==> src/hw/timers_pkg.sv <==
package timers_pkg;

    ////////////////////////////////////////////////////////////////////////////
    // structure
    localparam int NUM_CH   = 5;
    localparam int XTAL_CH  = 4;
    localparam int CNT_W    = 32;
    localparam int PRE_W    = 8;
    localparam int NUM_CMP  = 4;

    ////////////////////////////////////////////////////////////////////////////
    // reset values and step constants
    localparam logic [CNT_W-1:0] CNT_RST = 32'h0000_0000;
    localparam logic [PRE_W-1:0] PRE_RST = 8'h00;
    localparam logic [CNT_W-1:0] CNT_ONE = 32'h0000_0001;
    localparam logic [PRE_W-1:0] PRE_ONE = 8'h01;

    ////////////////////////////////////////////////////////////////////////////
    // configuration carriers
    typedef struct packed {
        logic enable;
        logic irq_en;
        logic trig_en;
    } tick_cfg_t;

    typedef struct packed {
        logic             enable;
        logic             debug_freeze;
        logic [PRE_W-1:0] prescale;
    } monitor_cfg_t;

endpackage

==> src/hw/task_monitor_timer.sv <==
`timescale 1ns/10ps
module task_monitor_timer #(
    parameter int CNT_W   = timers_pkg::CNT_W,
    parameter int PRE_W   = timers_pkg::PRE_W,
    parameter int NUM_CMP = timers_pkg::NUM_CMP
) (
    // clock and reset
    input  wire logic                            clk_sys_i,
    input  wire logic                            rst_i,
    // configuration
    input  wire timers_pkg::monitor_cfg_t        cfg_i,
    input  wire logic [NUM_CMP-1:0][CNT_W-1:0]   cmp_val_i,
    input  wire logic [NUM_CMP-1:0]              cmp_en_i,
    input  wire logic [NUM_CMP-1:0]              cmp_ack_i,
    // system state
    input  wire logic                            debug_mode_i,
    input  wire logic                            stop_mode_i,
    // status
    output logic      [CNT_W-1:0]                count_o,
    output logic      [NUM_CMP-1:0]              cmp_irq_o
);

    ////////////////////////////////////////////////////////////////////////////
    // prescaler and up counter
    logic [PRE_W-1:0]   pre;
    logic [PRE_W-1:0]   next_pre;
    logic [CNT_W-1:0]   count;
    logic [CNT_W-1:0]   next_count;
    logic               frozen;
    logic               step;

    assign frozen = stop_mode_i | (debug_mode_i & cfg_i.debug_freeze);
    assign step   = cfg_i.enable & ~frozen & (pre == cfg_i.prescale);

    always_comb begin
        next_pre   = pre;
        next_count = count;
        if (cfg_i.enable && !frozen) begin
            if (step) begin
                next_pre   = timers_pkg::PRE_RST;
                next_count = count + timers_pkg::CNT_ONE;
            end else begin
                next_pre = pre + timers_pkg::PRE_ONE;
            end
        end else if (!cfg_i.enable) begin
            next_pre = timers_pkg::PRE_RST;
        end
    end

    always_ff @(posedge clk_sys_i) begin
        if (rst_i) begin
            pre   <= timers_pkg::PRE_RST;
            count <= timers_pkg::CNT_RST;
        end else begin
            pre   <= next_pre;
            count <= next_count;
        end
    end

    assign count_o = count;

    ////////////////////////////////////////////////////////////////////////////
    // compare channels
    logic [NUM_CMP-1:0] flag;
    logic [NUM_CMP-1:0] next_flag;

    // counter moves past the compare value on this step
    always_comb begin
        for (int k = 0; k < NUM_CMP; k++) begin
            next_flag[k] = flag[k] & ~cmp_ack_i[k];
            if (step && cmp_en_i[k] && count == cmp_val_i[k]) begin
                next_flag[k] = 1'b1;
            end
        end
    end

    always_ff @(posedge clk_sys_i) begin
        if (rst_i) begin
            flag <= '0;
        end else begin
            flag <= next_flag;
        end
    end

    assign cmp_irq_o = flag;

endmodule

==> src/hw/periodic_and_task_timers.sv <==
`timescale 1ns/10ps
module periodic_and_task_timers #(
    parameter int NUM_CH  = timers_pkg::NUM_CH,
    parameter int XTAL_CH = timers_pkg::XTAL_CH,
    parameter int CNT_W   = timers_pkg::CNT_W,
    parameter int NUM_CMP = timers_pkg::NUM_CMP
) (
    // clock and reset
    input  wire logic                            clk_sys_i,
    input  wire logic                            rst_i,
    // crystal clock, sampled as a level
    input  wire logic                            xtal_clk_i,
    // system state
    input  wire logic                            stop_mode_i,
    input  wire logic                            debug_mode_i,
    // tick timer configuration
    input  wire timers_pkg::tick_cfg_t [NUM_CH-1:0] ch_cfg_i,
    input  wire logic [NUM_CH-1:0][CNT_W-1:0]    ch_load_i,
    input  wire logic [NUM_CH-1:0]               ch_ack_i,
    // task monitor configuration
    input  wire timers_pkg::monitor_cfg_t        mon_cfg_i,
    input  wire logic [NUM_CMP-1:0][CNT_W-1:0]   cmp_val_i,
    input  wire logic [NUM_CMP-1:0]              cmp_en_i,
    input  wire logic [NUM_CMP-1:0]              cmp_ack_i,
    // tick timer outputs
    output logic      [NUM_CH-1:0]               ch_irq_o,
    output logic      [NUM_CH-1:0]               ch_trig_o,
    output logic      [NUM_CH-1:0][CNT_W-1:0]    ch_count_o,
    output logic                                 sysclk_restart_o,
    // task monitor outputs
    output logic      [CNT_W-1:0]                mon_count_o,
    output logic      [NUM_CMP-1:0]              cmp_irq_o
);

    ////////////////////////////////////////////////////////////////////////////
    // crystal edge detect
    logic xtal_prev;
    logic next_xtal_prev;
    logic xtal_rise;

    always_comb begin
        next_xtal_prev = xtal_clk_i;
    end

    always_ff @(posedge clk_sys_i) begin
        if (rst_i) begin
            xtal_prev <= 1'b0;
        end else begin
            xtal_prev <= next_xtal_prev;
        end
    end

    assign xtal_rise = xtal_clk_i & ~xtal_prev;

    // step condition per channel class
    function automatic logic chan_step(input int idx, input logic rise, input logic stopped);
        chan_step = (idx == XTAL_CH) ? rise : ~stopped;
    endfunction

    ////////////////////////////////////////////////////////////////////////////
    // tick timer channels
    logic [NUM_CH-1:0] expire;

    for (genvar i = 0; i < NUM_CH; i++) begin : g_ch
        logic [CNT_W-1:0] count;
        logic [CNT_W-1:0] next_count;
        logic             run;
        logic             next_run;
        logic             irq;
        logic             next_irq;
        logic             trig;
        logic             next_trig;
        logic             step;

        assign step      = chan_step(i, xtal_rise, stop_mode_i);
        assign expire[i] = ch_cfg_i[i].enable & run & step & (count == timers_pkg::CNT_RST);

        always_comb begin
            next_count = count;
            next_run   = ch_cfg_i[i].enable;
            next_irq   = irq & ~ch_ack_i[i];
            next_trig  = 1'b0;
            if (!ch_cfg_i[i].enable || !run) begin
                next_count = ch_load_i[i];
            end else if (step) begin
                if (count == timers_pkg::CNT_RST) begin
                    next_count = ch_load_i[i];
                    if (ch_cfg_i[i].irq_en) begin
                        next_irq = 1'b1;
                    end
                    if (ch_cfg_i[i].trig_en) begin
                        next_trig = 1'b1;
                    end
                end else begin
                    next_count = count - timers_pkg::CNT_ONE;
                end
            end
        end

        always_ff @(posedge clk_sys_i) begin
            if (rst_i) begin
                count <= timers_pkg::CNT_RST;
                run   <= 1'b0;
                irq   <= 1'b0;
                trig  <= 1'b0;
            end else begin
                count <= next_count;
                run   <= next_run;
                irq   <= next_irq;
                trig  <= next_trig;
            end
        end

        // registered state driven to the outputs
        assign ch_irq_o[i]   = irq;
        assign ch_trig_o[i]  = trig;
        assign ch_count_o[i] = count;
    end

    ////////////////////////////////////////////////////////////////////////////
    // wake-up request, held until stop mode is left
    logic restart;
    logic next_restart;

    always_comb begin
        next_restart = stop_mode_i & (restart | expire[XTAL_CH]);
    end

    always_ff @(posedge clk_sys_i) begin
        if (rst_i) begin
            restart <= 1'b0;
        end else begin
            restart <= next_restart;
        end
    end

    assign sysclk_restart_o = restart;

    ////////////////////////////////////////////////////////////////////////////
    // task monitor
    task_monitor_timer #(
        .CNT_W   (CNT_W),
        .PRE_W   (timers_pkg::PRE_W),
        .NUM_CMP (NUM_CMP)
    ) u_task_monitor_timer (
        .clk_sys_i    (clk_sys_i),
        .rst_i        (rst_i),
        .cfg_i        (mon_cfg_i),
        .cmp_val_i    (cmp_val_i),
        .cmp_en_i     (cmp_en_i),
        .cmp_ack_i    (cmp_ack_i),
        .debug_mode_i (debug_mode_i),
        .stop_mode_i  (stop_mode_i),
        .count_o      (mon_count_o),
        .cmp_irq_o    (cmp_irq_o)
    );

endmodule

==> config.mk <==
export PLATFORM = sky130hd
export DESIGN_NAME = periodic_and_task_timers
export DESIGN_NICKNAME = d
export VERILOG_FILES = /design/src/hw/timers_pkg.sv /design/src/hw/task_monitor_timer.sv /design/src/hw/periodic_and_task_timers.sv
export SDC_FILE = /design/constraint.sdc
export NUM_CORES = 1
export LEC_CHECK = 0
export BUFFER_PORTS_ARGS = -buffer_cell sky130_fd_sc_hd__buf_2
export CAP_MARGIN = 25
export CORE_MARGIN = 2
export CORE_UTILIZATION = 30
export CTS_CLUSTER_DIAMETER = 60
export DETAILED_ROUTE_END_ITERATION = 6
export SLEW_MARGIN = 30
export SYNTH_ARGS = -nofsm -noshare
export SYNTH_HDL_FRONTEND = slang
export SYNTH_HIERARCHICAL = 1
export SYNTH_SLANG_ARGS = --single-unit
export TNS_END_PERCENT = 30
==> constraint.sdc <==
create_clock -name clk_sys_i -period 2.5 [get_ports clk_sys_i]
set_input_delay 0.375 -clock clk_sys_i [delete_from_list [all_inputs] [get_ports clk_sys_i]]
set_output_delay 0.375 -clock clk_sys_i [all_outputs]
set_load 0.01 [all_outputs]
After elaboration in Yosys (flattened, before gate mapping). Cells that the tools add are included.

Register bits after elaboration: 221. Output and inout port bits: 207. Logic and storage cells: 162.

$add $sub $neg: 7. Equal/unequal tests: 10. Multiplexer cells: 47. Bitwise gates (word level): 36. Reduce and logical (&&, ||, !) cells: 37.

Operators by type and width (number): 32-bit 2-to-1 mux (15); 32-bit logical NOT (5); 32-bit by 1-bit subtractor with 32-bit output, second input constant (5); 32-bit equality test (4); 32-bit by 1-bit adder with 32-bit output, second input constant (1); 1-bit 2-to-1 mux (29); 8-bit 2-to-1 mux (3); 4-bit OR reduction (5); 1-bit bitwise AND (17); 1-bit NOT (17); 1-bit logical NOT (11); 2-bit by 1-bit != test with 1-bit output, second input constant (5); 1-bit logical AND (9); 8-bit by 1-bit adder with 8-bit output, second input constant (1); 8-bit equality test (1); 1-bit logical OR (5); 1-bit bitwise OR (2); 2-bit AND reduction (1); 2-bit nonzero test (1).

Depth between registers and ports, before layout. Gate-level depths: netlist (run 1).

Depth after elaboration: 8. Gate-level depth with buffers: 10.

By module. Netlist (run 1), hierarchy kept.

By module, submodules not included: periodic_and_task_timers (instances 1, cells an instance 1472, area an instance 11028.1 um2, sequential area each 3543.4 um2); task_monitor_timer (instances 1, cells an instance 465, area an instance 3817.4 um2, sequential area each 880.8 um2).

Least setup slack after synthesis (run 1). OpenSTA, ideal clock, no wires.

Path kind: register to register. Start point: reg g_ch[1].count[0]. End point: reg g_ch[1].count[26]. Library setup time: 0.074 ns. Data arrival time: 2.682 ns. Data required time: 2.426 ns. Slack: -0.256 ns. Cell stages (with the launch flop): 11. Path buffers: 2. Period minus slack after synthesis: 2.756 ns. Cells stage by stage: dfxtp_1 -> inv_1 -> ha_1 -> or3b_2 -> clkbuf_1 -> or2_2 -> clkbuf_1 -> nor2_1 -> or4b_1 -> or4_1 -> a31oi_1.

Longest elaborated chain between the ends: 4. Elaborated cells on any way between the ends: 5. Classes of those cells: add/sub (1); mux (3); reduce/logical (1).

Ends and longest elaborated chain: start: declaration (line periodic_and_task_timers.sv:65) `logic [CNT_W-1:0] count;`; start signal: assignment (line periodic_and_task_timers.sv:102) `count <= timers_pkg::CNT_RST;`; start signal: assignment (line periodic_and_task_timers.sv:107) `count <= next_count;`; 32-bit by 1-bit subtractor with 32-bit output or 32-bit logical NOT (tied branches) (line periodic_and_task_timers.sv:95, periodic_and_task_timers.sv:86); 32-bit 2-to-1 mux (*) (line periodic_and_task_timers.sv:86) `if (count == timers_pkg::CNT_RST) begin`; 32-bit 2-to-1 mux (*) (line periodic_and_task_timers.sv:85) `end else if (step) begin`; 32-bit 2-to-1 mux (*) (line periodic_and_task_timers.sv:83) `if (!ch_cfg_i[i].enable || !run) begin`.

Mark *: on every way between the ends. The rest lies on a longest branch, timed or not. The select of a mux whose other input is x is not followed. A chain may end at the register's enable or synchronous reset.

Worst setup path in the final report (run 1).
Start point: reg g_ch[0].count[20]. End point: reg g_ch[0].count[2].

Longest elaborated chain between the ends: 4.

Ends and longest elaborated chain (line): start: declaration (periodic_and_task_timers.sv:65); start signal: assignment (periodic_and_task_timers.sv:102); start signal: assignment (periodic_and_task_timers.sv:107); 32-bit logical NOT (periodic_and_task_timers.sv:86); 32-bit 2-to-1 mux (periodic_and_task_timers.sv:86); 32-bit 2-to-1 mux (periodic_and_task_timers.sv:85); 32-bit 2-to-1 mux (periodic_and_task_timers.sv:83).

No other way between the ends. The select of a mux whose other input is x is not followed.

==> run_results.csv, run 1 <==
group,metric,value,unit
yosys,postSynth.asyncResetShare,0,%
timing,skew,0.0305,ns
grt,grt_max_degree,57,
grt,grt_overflow,0,
job,cap_violations,0,
power_and_ir_drop,p_int,7.65,mW
cells_and_area,drive_above_1_share,35.9,%
die,dieArea,0.0513,mm^2
timing,setup_slack,-0.0345,ns
cts,cts_tree,"built",
worst_setup_path,cp_common_cell,"or4_4",
yosys,syn_area_per_cell,7.66,um^2
power_and_ir_drop,leakage,9.13,nW
power_and_ir_drop,p_per_area,531,mW/mm^2
worst_setup_path,worst-r2r-setup-slack,-0.03,ns
timing,slew_headroom,50.4,%
worst_setup_path,cpPeakStageDelay,0.53,ns
detailed_routing,drt-total-wl,77900,um
grt,met3_usage,8.09,%
worst_setup_path,crit_type,"register to register",
cts,cts_buffers,35,
place,placedInstanceArea,0.0199,mm^2
worst_setup_path,critPathRequiredTime,2.94,ns
detailed_routing,vias,19200,
timing,fmax,395,MHz
yosys,ys.flop_type,"dfxtp_1",
worst_setup_path,critPathMaxFanout,5,
detailed_routing,viasPerCell,5.72,
worst_setup_path,startpoint,"g_ch[0].count[20]",
grt,grt_pass1_wl,113000,um
detailed_routing,drc_errors,19,
yosys,synth_top_cell_area_share,29.8,%
timing,finalMaxSlewViolations,0,
worst_setup_path,rr_startpoint,"g_ch[0].count[20]",
worst_setup_path,crit_chain,"or4_4, or4_4, buf_12, o31ai_4, buf_6, mux2_4, a22oi_2, nor2_1",
grt,antenna_found_initial,26,
timing,rsz0062_at_grt,"true",
die,die_height,226,um
cts,clockBufferDepth,3,
die,initial_core_util,30.4,%
grt,track_usage,29.1,%
yosys,synthTopCellsByArea,"dfxtp_1 (30%), xnor2_1 (5.0%), nor2_1 (3.9%), a21oi_1 (3.9%), xor2_1 (3.9%)",
die,rows,81,
timing,tightest_slew,0.744,ns
place,io_buffer_count,537,
power_and_ir_drop,peakVddDrop,0.000445,V
worst_setup_path,crit_end,"g_ch[0].count[2]",
timing,min_period,2.53,ns
yosys,syn_area,0.0148,mm^2
timing,setup_viol,6,
outcome,violations,"design-rule violations, negative setup slack",
timing,final.setup.tns,-0.0800,ns
outcome,outcome,"finished, violations left",
cells_and_area,fillers,5086,
worst_setup_path,arrival,2.97,ns
die,fp.coreArea,0.0488,mm^2
cts,clock_sinks,221,
worst_setup_path,ff2ff_path_depth,8,
cts,clockRootBuffer,"clkbuf_16",
yosys,yosys_warnings,6,
power_and_ir_drop,swShare,32.3,%
worst_setup_path,path_delay_family,"simple AND/OR/NAND/NOR gates",
detailed_routing,drt_first_pass_iters,7,
yosys,synthCells,1937,
timing,fin_crit_sh,101,%
cts,h-tree-depth,2,
yosys,yosysSeqAreaShare,29.8,%
yosys,yosysTopAreaCell,"dfxtp_1",
cts,path_clk_slew,0.06,ns
worst_hold_path,min-delay-path-class,"input port to register",
worst_setup_path,endpoint_kind,"register",
worst_setup_path,r2r-end,"g_ch[0].count[2]",
grt,met2_usage,49.3,%
place,gp_congestion,0.944,
grt,grt_busiest_layer,"met2",
yosys,ys_types,86,
die,num_io_pins,538,
power_and_ir_drop,clkPwrFrac,43.5,%
timing,hold_viol,0,
grt,grt_pass1_vias,18300,
die,die_w,226,um
grt,grt_use_met1,32.7,%
detailed_routing,wire_per_inst,23.2,um
cells_and_area,nets,2991,
worst_setup_path,cpMaxStageDelayCell,"or4_4",
worst_setup_path,critPathLaunchType,"register",
cts,clkLatencyLatePin,0.57,ns
power_and_ir_drop,p_comb_share,21.8,%
place,place_hpwl,59800,um
power_and_ir_drop,p_switching,3.66,mW
detailed_routing,drt_iter0_drc,1688,
yosys,synth-edff-count,0,
worst_setup_path,critPathBufInv,2,
worst_hold_path,hold_path_depth,3,
power_and_ir_drop,seq_power_share,34.6,%
cells_and_area,syn_to_final_growth,43.6,%
worst_setup_path,cp.depth,8,
yosys,synth_nets,2280,
yosys,ys_ff_latch,221,
timing,fin_hold_ws,0.0344,ns
cells_and_area,final_area,0.0213,mm^2
detailed_routing,ant_nets,0,
-- state kept, by name, summed over array words and instances (netlist names) --
signal,flops
g_ch.count,160
g_ch.irq,5
g_ch.run,5
g_ch.trig,5
sysclk_restart_o,1
u_task_monitor_timer/cmp_irq_o,4
u_task_monitor_timer/count_o,32
u_task_monitor_timer/pre,8
xtal_prev,1
-- worst reg2reg max path, cell delays in order, from the launching register on --
cell and delay [ns]:
dfxtp_2 0.31, or4_4 0.53, or4_4 0.48, buf_12 0.16, o31ai_4 0.29, buf_6 0.18, mux2_4 0.30, a22oi_2 0.11
nor2_1 0.06
-- cell usage in the layout, fill, tap and decap left out, drive strengths merged, types with 48 or more instances in the layout --
master  count
nand4      80
a21oi     116
buf       820
or3        48
nor3      106
nand3      83
o21ai      99
xor2       66
nor4       95
nor2      155
dfxtp     221
nand2     145
xnor2      90
-- stage by stage --
stage,power (mW),instances,setup slack (ns),util (%)
after detailed placement,6.36,3258,-0.0641,40.7
final,11.3,3355,-0.0345,43.6
after floorplan,5.07,1937,-0.178,-
after global placement,6.34,3258,-0.0560,40.7
after CTS,11.3,3325,-0.00942,43.2
after global routing,11.7,3349,-0.107,43.6
-- how the worst min path moves through the flow --
stage,end,start
after global routing,g_ch[3].count[24],ch_load_i[120]
final,g_ch[1].trig,ch_cfg_i[3]
after floorplan,g_ch[0].irq,g_ch[0].irq
after detailed placement,u_task_monitor_timer/cmp_irq_o[0],u_task_monitor_timer/cmp_irq_o[0]
after CTS,g_ch[1].trig,ch_cfg_i[3]
after global placement,u_task_monitor_timer/cmp_irq_o[0],u_task_monitor_timer/cmp_irq_o[0]
-- Yosys cell counts, drive strengths merged, types with 7 or more instances --
cell and count:
or2 13, a32oi 10, o31ai 11, a31oi 42, ha 12, or3 48
o311ai 14, xnor2 90, clkbuf 101, dfxtp 221, nand2b 20, o22ai 16
and4 12, nand3 83, nor3b 9, a21o 13, or4 37, a21oi 116
a211oi 18, nor3 106, inv 33, nand2 145, nor4 95, and2 15
and3 22, o21ai 99, nand4 80, nor2b 15, buf 51, a22oi 7
xor2 66, nor2 155, o32ai 8, o41ai 7, a22o 9, o211ai 26
o2111ai 13
-- timing repair --
action	in CTS	in global routing
buffers inserted	0	10
endpoints found under the hold margin	6	0
hold buffers	6	0
endpoints found under the setup margin	15	61
gates cloned	0	2
gates resized for setup	8	35
pin swaps	0	9
-- metal layers --
metal / share of wire, % / wire length, um
met5: 0.18 / 142
met4: 6.0 / 4710
met1: 37 / 28600
met2: 47 / 36600
met3: 10 / 7890
-- kinds of logic after synthesis --
logic type	count (synthesis)	synth area share (%)
DFF	221	29.8
AOI/OAI and AO/OA	478	21.5
xor gates and xnor gates	156	9.51
muxes	10	0.708
adders and majority gates	12	1.01
and+or+nand+nor	875	31.8
buffers and inverters	185	5.67
-- area by class of cell --
class	count	area, um^2	share of cell area [%]
flip-flops and latches	221	4440	20.8
clock buffers	44	960	4.50
multi-input cells	1531	9740	45.7
inverters	33	126	0.593
repair buffers	826	5000	23.5
clock inverters	17	175	0.822
diodes	19	47.5	0.223
well taps	664	831	3.90
-- power by group through the flow --
stage               Clock, mW  Sequential [mW]  Combinational, mW
finish                   4.92             3.92               2.47
global route             5.17             3.94               2.65
CTS                      5.04             3.91               2.40
detailed placement          0             3.98               2.38
global placement            0             3.98               2.37
floorplan                   0             4.07               1.00
(Power assumes the default switching activity.)
==> run 2: changes to the inputs <==
--- a/config.mk
+++ b/config.mk
@@ -5,6 +5,7 @@
 export SDC_FILE = /design/constraint.sdc
 export NUM_CORES = 1
 export LEC_CHECK = 0
+export ABC_AREA = 1
 export BUFFER_PORTS_ARGS = -buffer_cell sky130_fd_sc_hd__buf_2
 export CAP_MARGIN = 25
 export CORE_MARGIN = 2
==> run_results.csv, run 2 <==
group,metric,value,unit
detailed_routing,vias,21300,
timing,hold_viol,0,
place,place_hpwl,60600,um
detailed_routing,drt_first_pass_iters,5,
timing,setup_viol,0,
yosys,synth_xor_area_share,6.35,%
timing,skew,0.0140,ns
cells_and_area,fillers,6582,
cts,post_cts_buffers,0,
power_and_ir_drop,p_int,7.48,mW
detailed_routing,drt_iter0_drc,1444,
timing,slew_headroom,45.3,%
worst_setup_path,cpMaxStageDelayCell,"nand2_1",
detailed_routing,ant_nets,0,
cts,cts_buffers,31,
cells_and_area,drive_above_1_share,20.2,%
cells_and_area,regMostFlops,"g_ch.count",
timing,final.setup.tns,0,ns
grt,grt_overflow,0,
cells_and_area,post-route-util,38.3,%
timing,min_period,2.13,ns
cts,clock_sinks,221,
outcome,outcome,"complete, no violations",
worst_setup_path,endpoint_kind,"register",
yosys,synthCells,3106,
worst_setup_path,crit_type,"register to register",
yosys,syn_area,0.0175,mm^2
cells_and_area,largest_reg_flops,160,
die,initial_core_util,30.3,%
cells_and_area,final_cell_mix,"nand2_1 (1,013), buf_2 (536), nor2_1 (466)",
power_and_ir_drop,p_switching,3.68,mW
cts,h-tree-depth,1,
worst_setup_path,critPathMaxFanout,20,
yosys,yosys_warnings,6,
power_and_ir_drop,peakVddDrop,0.000453,V
worst_setup_path,critPathLaunchType,"register",
power_and_ir_drop,fin_total_pwr,11.2,mW
yosys,yosysTopAreaCell,"dfxtp_1",
power_and_ir_drop,swShare,33.0,%
timing,tightest_slew,0.820,ns
grt,antenna_found_initial,14,
worst_setup_path,cp_common_cell,"nand2_1",
die,die_height,246,um
cells_and_area,regArea,0.00442,mm^2
die,rows,88,
cts,clockBufferDepth,3,
yosys,yosys-top-cells-count,"nand2_1 (1,013), nor2_1 (469), inv_1 (371), a21oi_1 (244), dfxtp_1 (221)",
yosys,synth_top_cell_area_share,25.3,%
yosys,synthMuxAreaShare,0,%
grt,track_usage,24.0,%
grt,grt_pass1_vias,19700,
yosys,yosysSeqAreaShare,25.3,%
job,cap_violations,0,
grt,grt_pass1_wl,114000,um
yosys,postSynth.asyncResetShare,0,%
timing,rsz0062_at_grt,"false",
yosys,ys_types,39,
die,num_io_pins,538,
timing,fmax,470,MHz
yosys,synth-compound-area-share,13.0,%
power_and_ir_drop,p_comb_share,22.4,%
worst_setup_path,crit_chain,"nor2_1, nand2_1, nor2_2, nand2_2, inv_2, nand2_1, nand2_1, nand2_1, o21ai_0, a21oi_1",
yosys,synth-edff-count,0,
worst_setup_path,critPathRequiredTime,2.97,ns
cells_and_area,final_common_cell,"nand2_1",
die,dieArea,0.0603,mm^2
power_and_ir_drop,clkPwrFrac,41.4,%
cts,cts_tree,"built",
worst_setup_path,arrival,2.59,ns
cts,clockRootBuffer,"clkbuf_16",
yosys,synthTopCellsByArea,"dfxtp_1 (25%), nand2_1 (22%), nor2_1 (10%), inv_1 (8.0%), a21oi_1 (7.0%)",
cts,path_clk_slew,0.06,ns
detailed_routing,viasPerCell,4.81,
detailed_routing,wire_per_inst,17.1,um
yosys,ys.flop_type,"dfxtp_1",
yosys,synth_top_family_by_area,"simple AND/OR/NAND/NOR gates",
yosys,syn_area_per_cell,5.64,um^2
worst_setup_path,worst-r2r-setup-slack,0.37,ns
grt,grt_max_degree,51,
detailed_routing,drc_errors,0,
worst_setup_path,cpPeakStageDelay,0.55,ns
timing,fin_crit_sh,85.2,%
cells_and_area,finalNonFillerCells,4415,
timing,finalMaxSlewViolations,0,
yosys,synth-adder-area-share,0.858,%
die,fp.coreArea,0.0577,mm^2
cts,postCtsHoldBufs,8,
cts,postCtsResizedCells,0,
cells_and_area,multi_input_area,0.0109,mm^2
cts,clkLatencyLatePin,0.58,ns
place,dp_cells,4342,
power_and_ir_drop,seq_power_share,36.3,%
cells_and_area,syn_to_final_growth,26.4,%
yosys,yosysMostFrequentCell,"nand2_1",
yosys,synthSimpleGateAreaFrac,42.3,%
detailed_routing,drt-total-wl,75600,um
worst_hold_path,min-delay-path-class,"input port to register",
place,gp_congestion,0.962,
cells_and_area,nets,3961,
yosys,synth_nets,3449,
power_and_ir_drop,p_per_area,505,mW/mm^2
die,die_w,246,um
power_and_ir_drop,leakage,11.1,nW
yosys,ys_ff_latch,221,
place,io_buffer_count,537,
-- run 2: area by class of cell --
type / instances / area share [%]
flip-flops and latches: 221 / 20.0
well taps: 765 / 4.33
repair buffers: 604 / 14.8
inverters: 382 / 6.48
diodes: 8 / 0.0905
clock inverters: 15 / 0.814
clock buffers: 42 / 4.01
multi-input cells: 2378 / 49.5
-- run 2: power groups by stage --
stage	Clock, mW	Combinational (mW)	Sequential, mW
after floorplan	0	1.41	4.12
after global routing	4.86	2.80	4.08
after global placement	0	2.47	4.12
after CTS	4.73	2.50	4.04
after detailed placement	0	2.47	4.12
final	4.62	2.50	4.05
-- run 2: metrics by stage --
stage / hold slack, ns / worst slack [ns] / cell area [um^2]
finish: 0.0383 / 0.371 / 22100
global route: 0.0264 / 0.191 / 22100
CTS: 0.00723 / 0.404 / 22100
detailed placement: 0.460 / 0.322 / 21000
global placement: 0.454 / 0.326 / 21000
floorplan: 0.444 / 0.852 / 17500
-- run 2: critical path, delay by kind of cell, from the launching register on --
kind / cells / cell delay, ns
buffers and inverters: 1 / 0.08
and+or+nand+nor: 7 / 1.34
AOI/OAI and AO/OA: 2 / 0.22
DFF: 1 / 0.35
-- run 2: logic make-up after synthesis --
| group | Yosys count |
|---|---|
| xor gates and xnor gates | 127 |
| buffers and inverters | 507 |
| AOI/OAI and AO/OA | 443 |
| and+or+nand+nor | 1796 |
| DFF | 221 |
| adders and majority gates | 12 |
-- run 2: layer usage --
layer	wire, um	up-vias	GRT usage, %
li1	-	10700	-
met1	31000	9628	29.5
met2	36000	783	41.8
met3	6200	126	4.81
met4	2330	14	7.84
met5	94	-	0
-- run 2: final timing paths --
kind	end	from	cells past startpoint
worst min register to register	g_ch[0].irq	g_ch[0].irq	2
worst max register to register	g_ch[0].count[15]	g_ch[0].count[10]	10
worst min-delay path	g_ch[3].irq	ch_ack_i[3]	4
worst max-delay path	g_ch[0].count[15]	g_ch[0].count[10]	10
==> run 3: changes to the inputs <==
--- a/config.mk
+++ b/config.mk
@@ -15,6 +15,5 @@
 export SLEW_MARGIN = 30
 export SYNTH_ARGS = -nofsm -noshare
 export SYNTH_HDL_FRONTEND = slang
-export SYNTH_HIERARCHICAL = 1
 export SYNTH_SLANG_ARGS = --single-unit
 export TNS_END_PERCENT = 30
==> run_results.csv, run 3 <==
group,metric,value,unit
outcome,outcome,"complete, no violations",
die,die_height,244,um
grt,antenna_found_initial,16,
die,dieArea,0.0597,mm^2
die,num_io_pins,538,
cells_and_area,final_common_cell,"nand2_1",
detailed_routing,wire_per_inst,17.9,um
cells_and_area,multi_input_area,0.0109,mm^2
cts,clkLatencyLatePin,0.54,ns
yosys,postSynth.asyncResetShare,0,%
worst_setup_path,crit_type,"register to register",
yosys,yosysSeqAreaShare,25.5,%
yosys,yosysTopAreaCell,"dfxtp_1",
timing,slew_headroom,51.0,%
yosys,ys_ff_latch,221,
detailed_routing,vias,20800,
detailed_routing,ant_nets,0,
timing,fmax,476,MHz
cells_and_area,fillers,6407,
yosys,ys.flop_type,"dfxtp_1",
cts,h-tree-depth,2,
power_and_ir_drop,p_per_area,557,mW/mm^2
timing,hold_viol,0,
grt,grt_pass1_vias,19800,
timing,tightest_slew,0.733,ns
cts,postCtsResizedCells,0,
timing,rsz0062_at_grt,"false",
die,initial_core_util,30.2,%
worst_setup_path,arrival,2.56,ns
yosys,synth-edff-count,0,
yosys,syn_area,0.0173,mm^2
cells_and_area,syn_to_final_growth,28.7,%
yosys,yosys-top-cells-count,"nand2_1 (835), nor2_1 (392), inv_1 (337), a21oi_1 (256), dfxtp_1 (221)",
yosys,synthTopCellsByArea,"dfxtp_1 (26%), nand2_1 (18%), nor2_1 (8.5%), a21oi_1 (7.4%), inv_1 (7.3%)",
detailed_routing,drt_first_pass_iters,5,
timing,min_period,2.10,ns
die,fp.coreArea,0.0574,mm^2
yosys,syn_area_per_cell,5.86,um^2
cells_and_area,largest_reg_flops,160,
place,io_buffer_count,537,
grt,grt_overflow,0,
grt,track_usage,24.7,%
cts,cts_buffers,37,
timing,setup_viol,0,
detailed_routing,drt_iter0_drc,1214,
worst_setup_path,critPathMaxFanout,7,
cts,cts_tree,"built",
detailed_routing,viasPerCell,4.85,
timing,finalMaxSlewViolations,0,
timing,skew,0.0192,ns
cts,clockBufferDepth,3,
cells_and_area,regArea,0.00442,mm^2
worst_setup_path,critPathLaunchType,"register",
die,rows,88,
cells_and_area,nets,3822,
cts,clock_sinks,221,
cells_and_area,final_cell_mix,"nand2_1 (835), buf_2 (536), nor2_1 (390)",
die,die_w,244,um
power_and_ir_drop,peakVddDrop,0.000576,V
detailed_routing,drt-total-wl,76400,um
yosys,synth_top_cell_area_share,25.5,%
yosys,synthCells,2953,
grt,grt_pass1_wl,115000,um
cells_and_area,regMostFlops,"g_ch.count",
place,gp_congestion,1.02,
worst_setup_path,endpoint_kind,"register",
cts,post_cts_buffers,0,
grt,grt_max_degree,99,
cts,postCtsHoldBufs,1,
power_and_ir_drop,leakage,10.8,nW
yosys,yosysMostFrequentCell,"nand2_1",
detailed_routing,drc_errors,0,
worst_hold_path,min-delay-path-class,"input port to register",
job,cap_violations,0,
place,place_hpwl,60700,um
timing,fin_hold_ws,0.0586,ns
cts,clockRootBuffer,"clkbuf_16",
timing,fin_crit_sh,84.1,%
yosys,ys_types,47,
yosys,yosys_warnings,0,
worst_setup_path,critPathRequiredTime,2.96,ns
cells_and_area,drive_above_1_share,23.0,%
timing,final.setup.tns,0,ns
yosys,synth_nets,3296,
cts,path_clk_slew,0.05,ns
-- run 3: changes by cell type after synthesis, moves of 6 or more --
cell,before,now
o21ai_2,0,6
nand4_1,29,37
a21oi_1,244,256
xnor2_1,56,62
nor2_1,469,392
o22ai_1,5,19
xor2_1,71,80
nor2_2,31,38
o21ai_1,24,41
a21oi_2,1,7
nand2_2,8,27
nor3_1,12,36
nand2_1,1013,835
inv_1,371,337
-- run 3: power breakdown --
group	internal, mW	leakage (nW)	switching [mW]
Combinational	0.975	8.31	1.55
Clock	3.88	0.680	1.96
Sequential	3.73	1.83	0.314
-- run 3: cell type report --
| class | instances | share of cell area [%] |
|---|---|---|
| repair buffers | 608 | 14.8 |
| well taps | 765 | 4.29 |
| clock inverters | 16 | 1.34 |
| inverters | 355 | 5.98 |
| flip-flops and latches | 221 | 19.8 |
| diodes | 7 | 0.0786 |
| multi-input cells | 2256 | 48.8 |
| clock buffers | 51 | 4.90 |
-- run 3: final timing paths --
path / startpoint / to / slack (ns) / cells after the start
setup / recovery: u_task_monitor_timer.count_o[12] / u_task_monitor_timer.cmp_irq_o[0] / 0.40 / 8
hold / removal: ch_cfg_i[14] / g_ch[4].run / 0.06 / 3
setup reg to reg: u_task_monitor_timer.count_o[12] / u_task_monitor_timer.cmp_irq_o[0] / 0.40 / 8
hold reg to reg: g_ch[2].irq / g_ch[2].irq / 0.47 / 2
-- run 3: kinds of logic (layout without fill, tap and decap cells) --
family / after synthesis / count (layout) / share of synthesized area [%]
buffers and inverters: 476 / 1030 / 11.8
other: 0 / 7 / 0
AOI/OAI and AO/OA: 505 / 505 / 15.4
and+or+nand+nor: 1596 / 1596 / 39.2
adders and majority gates: 12 / 12 / 0.867
xor gates and xnor gates: 143 / 143 / 7.28
DFF: 221 / 221 / 25.5
-- run 3: routing by layer --
layer	vias to the layer above	GRT usage (%)	routed length (um)
li1	10400	-	-
met1	9343	28.4	30200
met2	803	43.1	36300
met3	193	5.98	6100
met4	18	11.2	3680
met5	-	0	115
-- run 3: metrics by stage --
step	instances	utilization (%)	setup WS, ns	instance area [um^2]	power [mW]
2_1_floorplan	2953	-	0.839	17300	5.59
4_1_cts	4272	38.8	0.268	22300	12.6
6_report	4279	38.9	0.397	22300	12.4
5_1_grt	4275	38.8	0.248	22300	13.0
3_5_place_dp	4204	36.4	0.290	20900	6.62
3_3_place_gp	4204	36.4	0.318	20900	6.62
-- run 3: critical path: stages (launching register included) --
cell	delay (ns)
dfxtp_1	0.65
buf_4	0.27
xnor2_1	0.13
nand4_1	0.16
nor2_1	0.12
nand2_1	0.07
nor2_1	0.34
nand2_1	0.14
a21oi_1	0.14
